## src/common/dsb_params.svh

```systemverilog
// Contract
// - boot mode entered only with boot select pin high at reset and option bit 1
// - during selection both serial ports are polled continuously
// - host sends 0x7F first; device measures baud then waits for commands
// - once a port is chosen the other port is disabled for the session
// - frames are eight data bits, even parity, one stop bit on both sides; the bench host sends no stop bit
// - bit period measured with the tick timer, no fixed preset rate
// - boot mode runs at 24 MHz from PLL with one flash wait state
// - watchdog prescaler set to maximum and refreshed periodically during boot
// - first 2 Kbytes of RAM from 0x20000000 reserved for boot working storage
// - boot program lives in 3 Kbyte system memory from 0x1FFFEC00
// - debug access unavailable after boot entry until next system reset
// - read-protect sets protection level 1, read-unprotect sets level 0
// - RAM 0x20000800..0x20002000 and flash 0x08000000..0x08010000 are valid
// - option bytes up to 0x1FFFF80B and system memory from 0x1FFFEC00 valid
// - device reports its product identifier on request
// - write-protect works on 4 Kbyte sectors of four 1 Kbyte pages
// - internal RC trim forced to 0 at boot start
// - unsupported request or address answered with negative acknowledge 0x1F; an unknown AXI register gets SLVERR 2'b10, not 0x1F
`ifndef DSB_PARAMS_SVH
`define DSB_PARAMS_SVH
`define DSB_SYNC_BYTE      8'h7F
`define DSB_NACK_BYTE      8'h1F
`define DSB_ACK_BYTE       8'h79
`define DSB_CLK_HZ         40000000
`define DSB_SYS_MHZ        24
`define DSB_FLASH_WS       1
`define DSB_PROT_LVL1      2'h1
`define DSB_PROT_LVL0      2'h0
`define DSB_TRIM_DEFAULT   5'h00
`define DSB_WDG_PRESC_MAX  3'h7
`define DSB_WDG_REFRESH    16'h0FA0
`define DSB_RAM_BOOT_BASE  32'h2000_0000
`define DSB_RAM_BOOT_SIZE  32'h0000_0800
`define DSB_RAM_LO         32'h2000_0800
`define DSB_RAM_HI         32'h2000_2000
`define DSB_FLASH_LO       32'h0800_0000
`define DSB_FLASH_HI       32'h0801_0000
`define DSB_SYS_LO         32'h1FFF_EC00
`define DSB_SYS_SIZE       32'h0000_0C00
`define DSB_OPT_LO         32'h1FFF_F800
`define DSB_OPT_HI         32'h1FFF_F80B
`define DSB_SECTOR_BYTES   32'h0000_1000
`define DSB_PAGE_BYTES     32'h0000_0400
`define DSB_PRODUCT_ID     12'h0A5
`define DSB_REG_CTRL       12'h000
`define DSB_REG_STATUS     12'h004
`define DSB_REG_BAUD       12'h008
`define DSB_REG_ADDR       12'h00C
`define DSB_REG_CHECK      12'h010
`define DSB_REG_PROT       12'h014
`define DSB_REG_PID        12'h018
`define DSB_REG_TXDATA     12'h01C
`endif

```

## src/common/dsb_pkg.sv

```systemverilog
package dsb_pkg;
	typedef enum logic [2:0] {
		DSB_ST_IDLE,
		DSB_ST_POLL,
		DSB_ST_MEASURE,
		DSB_ST_LOCKED,
		DSB_ST_OFF
	} dsb_state_t;
	typedef enum logic [1:0] {
		DSB_PORT_NONE,
		DSB_PORT_FIRST,
		DSB_PORT_SECOND
	} dsb_port_t;
endpackage : dsb_pkg

```

## src/verilog/dsb_boot_selector.sv

```systemverilog
// Register access over AXI4-Lite and the register addresses were left to the implementer.
`timescale 1ns/10ps
`default_nettype none
`include "dsb_params.svh"
module dsb_boot_selector
	import dsb_pkg::*;
(
	input  wire logic        clk,
	input  wire logic        rstn,
	input  wire logic        boot_select_pin,
	input  wire logic        boot_option_bit,
	input  wire logic        first_port_receive,
	input  wire logic        second_port_receive,
	output logic             first_port_transmit,
	output logic             second_port_transmit,
	output logic             debug_enable,
	output logic [4:0]       internal_rc_trim,
	output logic [2:0]       wdg_prescale,
	output logic             wdg_refresh,
	output logic [7:0]       sys_clk_mhz,
	output logic [1:0]       flash_wait_states,
	// axi4-lite slave
	input  wire logic [11:0] s_axi_awaddr,
	input  wire logic        s_axi_awvalid,
	output logic             s_axi_awready,
	input  wire logic [31:0] s_axi_wdata,
	input  wire logic [3:0]  s_axi_wstrb,
	input  wire logic        s_axi_wvalid,
	output logic             s_axi_wready,
	output logic [1:0]       s_axi_bresp,
	output logic             s_axi_bvalid,
	input  wire logic        s_axi_bready,
	input  wire logic [11:0] s_axi_araddr,
	input  wire logic        s_axi_arvalid,
	output logic             s_axi_arready,
	output logic [31:0]      s_axi_rdata,
	output logic [1:0]       s_axi_rresp,
	output logic             s_axi_rvalid,
	input  wire logic        s_axi_rready
);
	dsb_state_t  state_reg;
	dsb_port_t   port_reg;
	logic        strap_reg;
	logic        strap_taken_reg;
	logic        strap_wait_reg;
	logic        boot_mode_reg;
	logic [15:0] baud_reg;
	logic [31:0] addr_reg;
	logic [1:0]  prot_reg;
	logic        tx_busy_reg;
	logic [10:0] tx_shift_reg;
	logic [15:0] tx_cnt_reg;
	logic [3:0]  tx_bits_reg;
	logic [15:0] wdg_cnt_reg;
	logic        wdg_pulse_reg;
	logic        boot_pin_m_reg;
	logic        boot_pin_s_reg;
	logic        opt_m_reg;
	logic        opt_s_reg;
	logic        addr_valid;
	logic [3:0]  wp_sector;
	logic [1:0]  wp_page;
	logic        line1;
	logic        line2;
	logic        done1;
	logic        done2;
	logic [15:0] ticks1;
	logic [15:0] ticks2;
	logic        arm1;
	logic        arm2;
	logic        aw_full_reg;
	logic        w_full_reg;
	logic [11:0] aw_addr_reg;
	logic [31:0] w_data_reg;
	logic        tx_start;
	logic [7:0]  tx_byte_reg;
	logic        tx_req_reg;

	// strap pins come from outside, pass two flops before use
	always_ff @(posedge clk or negedge rstn)
		if (!rstn)
		begin
			boot_pin_m_reg <= 1'b0;
			boot_pin_s_reg <= 1'b0;
			opt_m_reg      <= 1'b0;
			opt_s_reg      <= 1'b0;
		end
		else
		begin
			boot_pin_m_reg <= boot_select_pin;
			boot_pin_s_reg <= boot_pin_m_reg;
			opt_m_reg      <= boot_option_bit;
			opt_s_reg      <= opt_m_reg;
		end

	// strap caught on the third edge after release: the pin flops hold
	// their reset zero until the second edge, so an earlier look sees no pin
	always_ff @(posedge clk or negedge rstn)
		if (!rstn)
		begin
			strap_wait_reg  <= 1'b0;
			strap_reg       <= 1'b0;
			strap_taken_reg <= 1'b0;
		end
		else if (!strap_taken_reg)
		begin
			strap_wait_reg  <= 1'b1;
			strap_reg       <= strap_wait_reg;
			strap_taken_reg <= strap_reg;
		end

	// boot entry needs both straps; debug stays off once entered
	always_ff @(posedge clk or negedge rstn)
		if (!rstn)
			boot_mode_reg <= 1'b0;
		else if (strap_reg && !strap_taken_reg)
			boot_mode_reg <= boot_pin_s_reg && opt_s_reg;

	assign debug_enable = !boot_mode_reg;

	// fixed boot-mode clock setup and trim reset, reported as levels
	assign sys_clk_mhz       = boot_mode_reg ? 8'(`DSB_SYS_MHZ) : 8'h00;
	assign flash_wait_states = boot_mode_reg ? 2'(`DSB_FLASH_WS) : 2'h0;
	assign internal_rc_trim  = `DSB_TRIM_DEFAULT;
	assign wdg_prescale      = boot_mode_reg ? `DSB_WDG_PRESC_MAX : 3'h0;
	assign wdg_refresh       = wdg_pulse_reg;

	// periodic watchdog kick so a hardware-enabled dog never fires
	always_ff @(posedge clk or negedge rstn)
		if (!rstn)
		begin
			wdg_cnt_reg   <= 16'h0000;
			wdg_pulse_reg <= 1'b0;
		end
		else
		begin
			wdg_pulse_reg <= 1'b0;
			if (boot_mode_reg)
			begin
				if (wdg_cnt_reg == `DSB_WDG_REFRESH)
				begin
					wdg_cnt_reg   <= 16'h0000;
					wdg_pulse_reg <= 1'b1;
				end
				else
					wdg_cnt_reg <= wdg_cnt_reg + 16'h0001;
			end
		end

	// both watchers armed while polling; the loser is disarmed on entering DSB_ST_MEASURE, when the port is chosen
	assign arm1 = (state_reg == DSB_ST_POLL) || (port_reg == DSB_PORT_FIRST);
	assign arm2 = (state_reg == DSB_ST_POLL) || (port_reg == DSB_PORT_SECOND);

	dsb_sync_watch u_watch1 (
		.clk       (clk),
		.rstn      (rstn),
		.rx_pin    (first_port_receive),
		.arm       (arm1),
		.line      (line1),
		.sync_done (done1),
		.bit_ticks (ticks1)
	);

	dsb_sync_watch u_watch2 (
		.clk       (clk),
		.rstn      (rstn),
		.rx_pin    (second_port_receive),
		.arm       (arm2),
		.line      (line2),
		.sync_done (done2),
		.bit_ticks (ticks2)
	);

	// selection: first complete sync byte wins, first port on a tie
	always_ff @(posedge clk or negedge rstn)
		if (!rstn)
		begin
			state_reg <= DSB_ST_IDLE;
			port_reg  <= DSB_PORT_NONE;
			baud_reg  <= 16'h0000;
		end
		else
			case (state_reg)
				DSB_ST_IDLE:
					if (strap_taken_reg)
						state_reg <= boot_mode_reg ? DSB_ST_POLL : DSB_ST_OFF;
				DSB_ST_POLL:
					if (done1)
					begin
						port_reg  <= DSB_PORT_FIRST;
						baud_reg  <= ticks1;
						state_reg <= DSB_ST_MEASURE;
					end
					else if (done2)
					begin
						port_reg  <= DSB_PORT_SECOND;
						baud_reg  <= ticks2;
						state_reg <= DSB_ST_MEASURE;
					end
				DSB_ST_MEASURE:
					state_reg <= DSB_ST_LOCKED;
				DSB_ST_LOCKED:
					state_reg <= DSB_ST_LOCKED;
				DSB_ST_OFF:
					state_reg <= DSB_ST_OFF;
				default:
					state_reg <= DSB_ST_IDLE;
			endcase

	// address window check for read, write and jump targets
	always_comb
	begin
		addr_valid = 1'b0;
		if (addr_reg >= `DSB_RAM_LO && addr_reg < `DSB_RAM_HI)
			addr_valid = 1'b1;
		if (addr_reg >= `DSB_FLASH_LO && addr_reg < `DSB_FLASH_HI)
			addr_valid = 1'b1;
		if (addr_reg >= `DSB_OPT_LO && addr_reg <= `DSB_OPT_HI)
			addr_valid = 1'b1;
		if (addr_reg >= `DSB_SYS_LO && addr_reg < `DSB_SYS_LO + `DSB_SYS_SIZE)
			addr_valid = 1'b1;
	end

	// write-protect granule of the target; only meaningful for flash targets
	assign wp_sector = 4'((addr_reg - `DSB_FLASH_LO) / `DSB_SECTOR_BYTES);
	assign wp_page   = 2'((addr_reg % `DSB_SECTOR_BYTES) / `DSB_PAGE_BYTES);

	// transmitter: 8e1 frame at measured rate, first byte is the ack unless a TXDATA or CHECK write completes in the DSB_ST_MEASURE cycle
	assign tx_start = tx_req_reg && !tx_busy_reg && (state_reg == DSB_ST_LOCKED);
	always_ff @(posedge clk or negedge rstn)
		if (!rstn)
		begin
			tx_busy_reg  <= 1'b0;
			tx_shift_reg <= 11'h7FF;
			tx_cnt_reg   <= 16'h0000;
			tx_bits_reg  <= 4'h0;
		end
		else if (tx_start)
		begin
			tx_busy_reg  <= 1'b1;
			tx_shift_reg <= {1'b1, ^tx_byte_reg, tx_byte_reg, 1'b0};
			tx_cnt_reg   <= 16'h0000;
			tx_bits_reg  <= 4'h0;
		end
		else if (tx_busy_reg)
		begin
			if (tx_cnt_reg + 16'h0001 >= baud_reg)
			begin
				tx_cnt_reg   <= 16'h0000;
				tx_shift_reg <= {1'b1, tx_shift_reg[10:1]};
				tx_bits_reg  <= tx_bits_reg + 4'h1;
				if (tx_bits_reg == 4'hA)
					tx_busy_reg <= 1'b0;
			end
			else
				tx_cnt_reg <= tx_cnt_reg + 16'h0001;
		end

	// only the locked port drives; the other idles high
	assign first_port_transmit  = (port_reg == DSB_PORT_FIRST) ? tx_shift_reg[0] : 1'b1;
	assign second_port_transmit = (port_reg == DSB_PORT_SECOND) ? tx_shift_reg[0] : 1'b1;

	// axi write: address and data taken in either order, then response
	assign s_axi_awready = !aw_full_reg && !s_axi_bvalid;
	assign s_axi_wready  = !w_full_reg && !s_axi_bvalid;
	always_ff @(posedge clk or negedge rstn)
		if (!rstn)
		begin
			aw_full_reg <= 1'b0;
			w_full_reg  <= 1'b0;
			aw_addr_reg <= 12'h000;
			w_data_reg  <= 32'h0000_0000;
			s_axi_bvalid <= 1'b0;
			s_axi_bresp <= 2'b00;
			addr_reg    <= 32'h0000_0000;
			prot_reg    <= `DSB_PROT_LVL0;
			tx_req_reg  <= 1'b0;
			tx_byte_reg <= 8'h00;
		end
		else
		begin
			if (state_reg == DSB_ST_MEASURE)
			begin
				tx_req_reg  <= 1'b1;
				tx_byte_reg <= `DSB_ACK_BYTE;
			end
			else if (tx_start)
				tx_req_reg <= 1'b0;
			if (s_axi_awvalid && s_axi_awready)
			begin
				aw_full_reg <= 1'b1;
				aw_addr_reg <= s_axi_awaddr;
			end
			if (s_axi_wvalid && s_axi_wready)
			begin
				w_full_reg <= 1'b1;
				w_data_reg <= s_axi_wdata;
			end
			if (aw_full_reg && w_full_reg)
			begin
				aw_full_reg  <= 1'b0;
				w_full_reg   <= 1'b0;
				s_axi_bvalid <= 1'b1;
				s_axi_bresp  <= 2'b00;
				case (aw_addr_reg)
					`DSB_REG_ADDR:
						addr_reg <= w_data_reg;
					`DSB_REG_PROT:
						prot_reg <= w_data_reg[0] ? `DSB_PROT_LVL1 : `DSB_PROT_LVL0;
					`DSB_REG_TXDATA:
						if (!tx_req_reg)
						begin
							tx_req_reg  <= 1'b1;
							tx_byte_reg <= w_data_reg[7:0];
						end
					`DSB_REG_CHECK:
						if (!tx_req_reg)
						begin
							tx_req_reg  <= 1'b1;
							tx_byte_reg <= addr_valid ? `DSB_ACK_BYTE : `DSB_NACK_BYTE;
						end
					`DSB_REG_CTRL:
						s_axi_bresp <= 2'b00;
					default:
						s_axi_bresp <= 2'b10;
				endcase
			end
			else if (s_axi_bvalid && s_axi_bready)
				s_axi_bvalid <= 1'b0;
		end

	// axi read: data one cycle after the address is taken
	assign s_axi_arready = !s_axi_rvalid;
	always_ff @(posedge clk or negedge rstn)
		if (!rstn)
		begin
			s_axi_rvalid <= 1'b0;
			s_axi_rdata  <= 32'h0000_0000;
			s_axi_rresp  <= 2'b00;
		end
		else if (s_axi_arvalid && s_axi_arready)
		begin
			s_axi_rvalid <= 1'b1;
			s_axi_rresp  <= 2'b00;
			case (s_axi_araddr)
				`DSB_REG_CTRL:
					s_axi_rdata <= {31'h0000_0000, boot_mode_reg};
				`DSB_REG_STATUS:
					s_axi_rdata <= {24'h00_0000, tx_req_reg, tx_busy_reg, line2, line1,
						1'b0, state_reg};
				`DSB_REG_BAUD:
					s_axi_rdata <= {16'h0000, baud_reg};
				`DSB_REG_ADDR:
					s_axi_rdata <= addr_reg;
				`DSB_REG_CHECK:
					s_axi_rdata <= {20'h0_0000, wp_sector, 2'h0, wp_page, 3'h0, addr_valid};
				`DSB_REG_PROT:
					s_axi_rdata <= {30'h0000_0000, prot_reg};
				`DSB_REG_PID:
					s_axi_rdata <= {20'h0_0000, `DSB_PRODUCT_ID};
				`DSB_REG_TXDATA:
					s_axi_rdata <= {24'h00_0000, tx_byte_reg};
				default:
				begin
					s_axi_rdata <= 32'h0000_0000;
					s_axi_rresp <= 2'b10;
				end
			endcase
		end
		else if (s_axi_rvalid && s_axi_rready)
			s_axi_rvalid <= 1'b0;
endmodule : dsb_boot_selector
`default_nettype wire

```

## src/verilog/dsb_sync_watch.sv

```systemverilog
`timescale 1ns/10ps
`default_nettype none
// per-port receive watcher: synchronises the line and times the sync byte
module dsb_sync_watch
	import dsb_pkg::*;
(
	input  wire logic        clk,
	input  wire logic        rstn,
	input  wire logic        rx_pin,
	input  wire logic        arm,
	output logic             line,
	output logic             sync_done,
	output logic [15:0]      bit_ticks
);
	logic        meta_reg;
	logic        line_reg;
	logic        prev_reg;
	logic        busy_reg;
	logic [19:0] cnt_reg;
	logic        done_reg;
	logic [15:0] ticks_reg;

	// two-flop synchroniser, first flop read only by the second
	always_ff @(posedge clk or negedge rstn)
		if (!rstn)
		begin
			meta_reg <= 1'b1;
			line_reg <= 1'b1;
			prev_reg <= 1'b1;
		end
		else
		begin
			meta_reg <= rx_pin;
			line_reg <= meta_reg;
			prev_reg <= line_reg;
		end

	// 0x7F is start bit low, then seven ones high, then one low bit: the first
	// low run lasts one bit time (start) and the line rises; next fall ends
	// eight bit times after the start, so the span gives the bit period
	always_ff @(posedge clk or negedge rstn)
		if (!rstn)
		begin
			busy_reg  <= 1'b0;
			cnt_reg   <= 20'h0_0000;
			done_reg  <= 1'b0;
			ticks_reg <= 16'h0000;
		end
		else
		begin
			done_reg <= 1'b0;
			if (!arm)
			begin
				busy_reg <= 1'b0;
				cnt_reg  <= 20'h0_0000;
			end
			else if (!busy_reg && prev_reg && !line_reg)
			begin
				busy_reg <= 1'b1;
				cnt_reg  <= 20'h0_0001;
			end
			else if (busy_reg && prev_reg && !line_reg)
			begin
				busy_reg  <= 1'b0;
				done_reg  <= 1'b1;
				ticks_reg <= cnt_reg[18:3];
			end
			else if (busy_reg)
				cnt_reg <= cnt_reg + 20'h0_0001;
		end

	assign line      = line_reg;
	assign sync_done = done_reg;
	assign bit_ticks = ticks_reg;
endmodule : dsb_sync_watch
`default_nettype wire

```

## config.mk

```make
export PLATFORM = sky130hd
export DESIGN_NAME = dsb_boot_selector
export DESIGN_NICKNAME = d
export VERILOG_FILES = /design/src/common/dsb_pkg.sv /design/src/verilog/dsb_boot_selector.sv /design/src/verilog/dsb_sync_watch.sv
export VERILOG_INCLUDE_DIRS = /design/src /design/src/common
export SDC_FILE = /design/constraint.sdc
export NUM_CORES = 1
export LEC_CHECK = 0
export BUFFER_PORTS_ARGS = -buffer_cell sky130_fd_sc_hd__buf_4
export CAP_MARGIN = 20
export CELL_PAD_IN_SITES_DETAIL_PLACEMENT = 0
export CELL_PAD_IN_SITES_GLOBAL_PLACEMENT = 1
export CORE_MARGIN = 3
export CORE_UTILIZATION = 31
export CTS_BUF_LIST = sky130_fd_sc_hd__clkbuf_4 sky130_fd_sc_hd__clkbuf_8
export CTS_CLUSTER_DIAMETER = 60
export DETAILED_ROUTE_END_ITERATION = 8
export PLACE_DENSITY_LB_ADDON = 0.1
export SETUP_SLACK_MARGIN = 0.2
export SYNTH_ARGS = -nofsm -noshare
export SYNTH_HDL_FRONTEND = slang
export SYNTH_SLANG_ARGS = --single-unit
```

## constraint.sdc

```tcl
create_clock -name clk -period 3.5 [get_ports clk]
set_input_delay 0.35 -clock clk [delete_from_list [all_inputs] [get_ports clk]]
set_output_delay 0.35 -clock clk [all_outputs]
set_load 0.01 [all_outputs]
```

After elaboration in Yosys (flattened, before gate mapping)
Index checks and enable logic that the tools add are counted.
{"block": "word_totals", "register_bits": 287, "latch_bits": 0, "mem_bits_rw": 0, "mem_bits_ro": 0, "input_bits": 71, "output_inout_bits": 63, "mem_count": 0}
{"block": "classes", "addsub": 6, "multipliers": 0, "n_div": 0, "magnitude_cmp": 9, "eq_ne": 27, "shift": 0, "mux": 78, "bitwise": 2, "n_reduce_logical": 61}
{"operator": "case mux 32 bit (8 select lines)", "n": 1}
{"operator": "2-to-1 mux 20 bit", "n": 8}
{"operator": "2-to-1 mux 16 bit", "n": 6}
{"operator": "== test 12 x 5 -> 1 bit, second input constant", "n": 7}
{"operator": "greater-or-equal comparator 32 x 29 -> 1 bit, second input constant", "n": 2}
{"operator": "adder 20 x 1 -> 20 bit, second input constant", "n": 2}
{"operator": "2-to-1 mux 1 bit", "n": 40}
{"operator": "== test 12 x 4 -> 1 bit, second input constant", "n": 3}
{"operator": "2-to-1 mux 11 bit", "n": 3}
{"operator": "adder 16 x 1 -> 16 bit, second input constant", "n": 2}
{"operator": "greater-or-equal comparator 32 x 28 -> 1 bit, second input constant", "n": 1}
{"operator": "greater-or-equal comparator 32 x 30 -> 1 bit, second input constant", "n": 1}
{"operator": "<= comparator 32 x 29 -> 1 bit, second input constant", "n": 1}
{"operator": "less-than comparator 32 x 28 -> 1 bit, second input constant", "n": 1}
{"operator": "less-than comparator 32 x 29 -> 1 bit, second input constant", "n": 1}
{"operator": "less-than comparator 32 x 30 -> 1 bit, second input constant", "n": 1}
{"operator": "2-to-1 mux 8 bit", "n": 4}
{"operator": "logical AND 1 bit", "n": 24}
{"operator": "logical NOT 12 bit", "n": 2}
{"operator": "inequality test 3 bit, second input constant", "n": 6}
{"operator": "== test 16 x 12 -> 1 bit, second input constant", "n": 1}
{"operator": "greater-or-equal comparator 16 bit", "n": 1}
{"operator": "case mux 8 bit (2 select lines)", "n": 1}
{"operator": "subtractor 16 x 1 -> 16 bit, second input constant", "n": 1}
{"operator": "other kinds (27)", "n": 63}

Longest topological paths before layout
{"block": "depth", "depth_word": 10, "mapped_depth": 14, "depth_no_buf": 13}

Cells and area by module
From an unflattened synthesis, not the netlist that was laid out.
{"block": "unflattened", "hier_cells": 1325, "hier_area_um2": 13922.1}
{"mod": "dsb_boot_selector", "instances": 1, "cells_each": 939, "area_each_um2": 9826.9, "seq_area_each_um2": 5042.3}
{"mod": "dsb_sync_watch at u_watch1", "instances": 1, "cells_each": 190, "area_each_um2": 2055.7, "seq_area_each_um2": 1004.7}
{"mod": "dsb_sync_watch at u_watch2", "instances": 1, "cells_each": 196, "area_each_um2": 2039.5, "seq_area_each_um2": 1004.7}

Worst setup path before layout
Ideal clock, no wire load.
{"block": "synth_path", "kind": "reg-to-reg", "startpoint": "register tx_cnt_reg[0]", "endpoint": "register tx_bits_reg[0]", "setup_ns": 0.135, "arrival_time_ns": 2.959, "path_slack_ns": 0.406, "stages_incl_launch_ff": 15, "n_path_buf": 1, "path_cell_list": "dfrtp_1 > ha_1 > and3_1 > nand3_1 > nor2_1 > nand3_1 > xnor2_1 > ha_1 > o21ai_0 > o21bai_1 > nor3_1 > a21oi_1 > buf_2 > xnor2_1 > o22ai_1"}
{"block": "synth_via", "elab_chain_cells": 4}
{"item": "start, declared", "line_no": "dsb_boot_selector.sv:52", "text": "logic [15:0] tx_cnt_reg;"}
{"item": "start signal, assigned", "line_no": "dsb_boot_selector.sv:256", "text": "tx_cnt_reg <= tx_cnt_reg + 16'h0001;"}
{"item": "adder 16 x 1 -> 16 bit", "line_no": "dsb_boot_selector.sv:247", "text": "if (tx_cnt_reg + 16'h0001 >= baud_reg)"}
{"item": "greater-or-equal comparator 16 bit", "line_no": "dsb_boot_selector.sv:247"}
{"item": "nonzero test 2 bit (no source line)"}
{"item": "AND reduction 2 bit (no source line)"}
{"item": "end signal, assigned", "line_no": "dsb_boot_selector.sv:251", "text": "tx_bits_reg <= tx_bits_reg + 4'h1;"}
{"item": "end, declared", "line_no": "dsb_boot_selector.sv:53", "text": "logic [3:0] tx_bits_reg;"}
No other way between the ends.
A chain may end at the register's enable or synchronous reset.

Final worst setup path
{"block": "layout_path", "startpoint": "register tx_cnt_reg[7]", "endpoint": "register tx_bits_reg[0]"}
The elaborated chain is that of the path after synthesis.

==> reports/results.tsv <==
metric	value	unit
initial_core_util	31.9	%
ys_ff_latch	281	
r2r-start	tx_cnt_reg[7]	
worst_slew_pin_slew	0.841	ns
stdcell_area	16200	um2
hold_start	opt_m_reg	
syn_area	13200	um2
yosysTopAreaCell	dfrtp_1	
die_area	45000	um2
clk_pin_slew	0.06	ns
area_delta_synth_final	23.1	%
synth_area_leaders	dfrtp_1 (50%), mux2_2 (9.5%), nand2_1 (3.2%)	
cts_buffers	52	
fmax	330	MHz
critPathMaxFanout	13	
timing.rr.end	tx_bits_reg[0]	
rsz0062_at_grt	no	
fillers	4116	
setup_ws	0.470	ns
whs_endpoint	opt_s_reg	
placed_area	14700	um2
synth_ff_type	dfrtp_1	
fin_crit_sh	86.6	%
critical_path_arrival	3.50	ns
worstSetupPathType	register to register	
vias	9521	
drt_iter0_drc	476	
drv_slew	0	
wl_per_cell	17.4	um
ys_top_cells_by_count	dfrtp_1 (265), nand2_1 (114), mux2_2 (111)	
drc_errors	0	
start_kind	register	
finalClockSkew	0.0319	ns
dp_hpwl	24.1	mm
min_path_type	register to register	
grt_overflow	0	
antenna_left	0	
synthMostInstantiatedCell	dfrtp_1	
gr-usage-all-layers	16.0	%
antenna_cells	0	
antenna_found_initial	1	
synth-edff-count	0	
portBuffers	115	
setup_violations	0	
drv_cap	0	
synth-async-reset-ratio	100	%
hold_viol	0	
synth-seq-area-share	53.5	%
synthCells	1221	
drt_pass1_iterations	6	
rr_worst_depth	13	
grt_pass1_wl	56.7	mm
worstPathRequired	3.97	ns
core_area	41400	um2
die_h	212	um
status	finished, final reports clean	
end_kind	register	
dp_slack	0.373	ns
power.leakage	7.26	nW
rows	74	
grt_pass1_vias	9910	
routed_wl	34.5	mm
worstSkewPairLatency	0.62	ns
final_core_util	39.2	%
synth.distinct_cells	61	
htreeDepth	2	
cts_tree	done	
synth_area_per_cell	10.8	um2
min_period	3.03	ns
die_w	212	um
cts.sinks	281	
ir_drop	0.000275	V
powerDensity	485	nW/um2
cts_root_buf	clkbuf_8	
drive_gt1_share	26.2	%
yosys_warnings	0	
cts_buffer_depth	3	
yosysTopAreaCellShare	50.3	%
routabilityCongestion	0.781	
via_per_inst	4.81	
relSlewSlack	43.9	%
setup_tns	0	ns
min_path_cells	0	
io_pins	134	
nets	1508	
reg2reg_slack	0.47	ns
startpoint	tx_cnt_reg[7]	
grt_max_degree	101	
[where the power goes]
| group | total (mW) | internal (mW) | switching (mW) |
|---|---|---|---|
| clock network | 3.13 | 1.76 | 1.36 |
| logic | 0.915 | 0.495 | 0.419 |
| registers | 3.83 | 3.58 | 0.251 |
[stage by stage]
stage	total power, mW	hold slack [ns]	instances
global placement	4.76	0.333	1841
finish	7.87	0.346	1980
detailed placement	4.78	0.335	1841
CTS	8.05	0.310	1980
global route	8.34	0.350	1980
floorplan	4.41	0.0544	1234
[cell families (layout without fill, tap and decap cells)]
kind of cell	after synthesis	count (layout)	synth area share (%)
flip-flops	281	281	53.5
multiplexers	143	143	11.9
adder cells (fa/ha/maj)	23	23	2.18
AO/OA/AOI/OAI	223	223	10.5
buffers and inverters	110	324	3.88
XOR/XNOR	65	65	4.32
other	1	14	0.0284
AND/OR/NAND/NOR	375	375	13.7
[cell type report]
type | instances | area [um2] | area share (%)
clock inverter | 7 | 47.5 | 0.293
sequential | 281 | 7050 | 43.5
tap | 532 | 666 | 4.10
clock buffer | 81 | 977 | 6.02
multi-input combinational | 843 | 5710 | 35.2
inverter | 43 | 161 | 0.995
timing repair buffer | 193 | 1610 | 9.94
[worst max-delay path, stage by stage, from the launching register on]
cell and delay (ns):
dfrtp_1 0.40, and3_1 0.22, and3_1 0.16, and3_2 0.23, nand3_1 0.14, xnor2_1 0.22, ha_1 0.29, a211oi_2 0.27
o21bai_1 0.14, nor3_2 0.25, a21oi_1 0.12, buf_6 0.20, xnor2_1 0.15, o22ai_1 0.10
[timing repair]
action                     in CTS  in global routing
setup endpoints to repair       0                 31
buffers inserted                0                  0
hold endpoints to repair      139                  0
hold buffers                   51                  0
resized for setup               0                 11
[metal layers]
metal  track usage [%]  wire length [um]  vias to the layer above
li1                  -                 -                     4670
met1              23.0             17100                     4647
met2              24.7             15500                      143
met3              3.07              1170                       59
met4              4.47               753                        2
met5                 0                13                        -
[how the worst max path moves through the flow]
stage	slack (ns)	depth (start not counted)	to
3_5_place_dp	0.37	12	tx_cnt_reg[6]
2_1_floorplan	0.41	14	tx_bits_reg[0]
4_1_cts	0.31	13	tx_bits_reg[0]
6_report	0.47	13	tx_bits_reg[0]
5_1_grt	0.19	14	tx_cnt_reg[11]
3_3_place_gp	0.37	13	tx_bits_reg[0]
[cell usage in the layout (no fill, tap or decap), types with 4 or more instances in the layout]
cell type        n
conb_1          14
inv_1           43
nand4_1         18
xnor2_1         37
nand3_1         40
a32oi_1          4
nor2b_1          6
mux2i_1         32
and3_1          32
a211oi_1         7
xor2_1          27
nor2_1          91
dfstp_2         16
mux2_2         111
nor3_1          15
a22oi_1          9
nor4_1           9
a21o_1           6
nand2_1        113
or3_1           13
clkbuf_4        22
dlygate4sd3_1   51
a22o_1          10
a31oi_1          8
a21oi_1         71
ha_1            23
o22ai_1          4
o21ai_0         68
clkinv_2         4
clkbuf_8        59
a211o_1          4
dfrtp_1        263
buf_4          138
nand2b_1        11
Power figures use the tool's default switching activity.
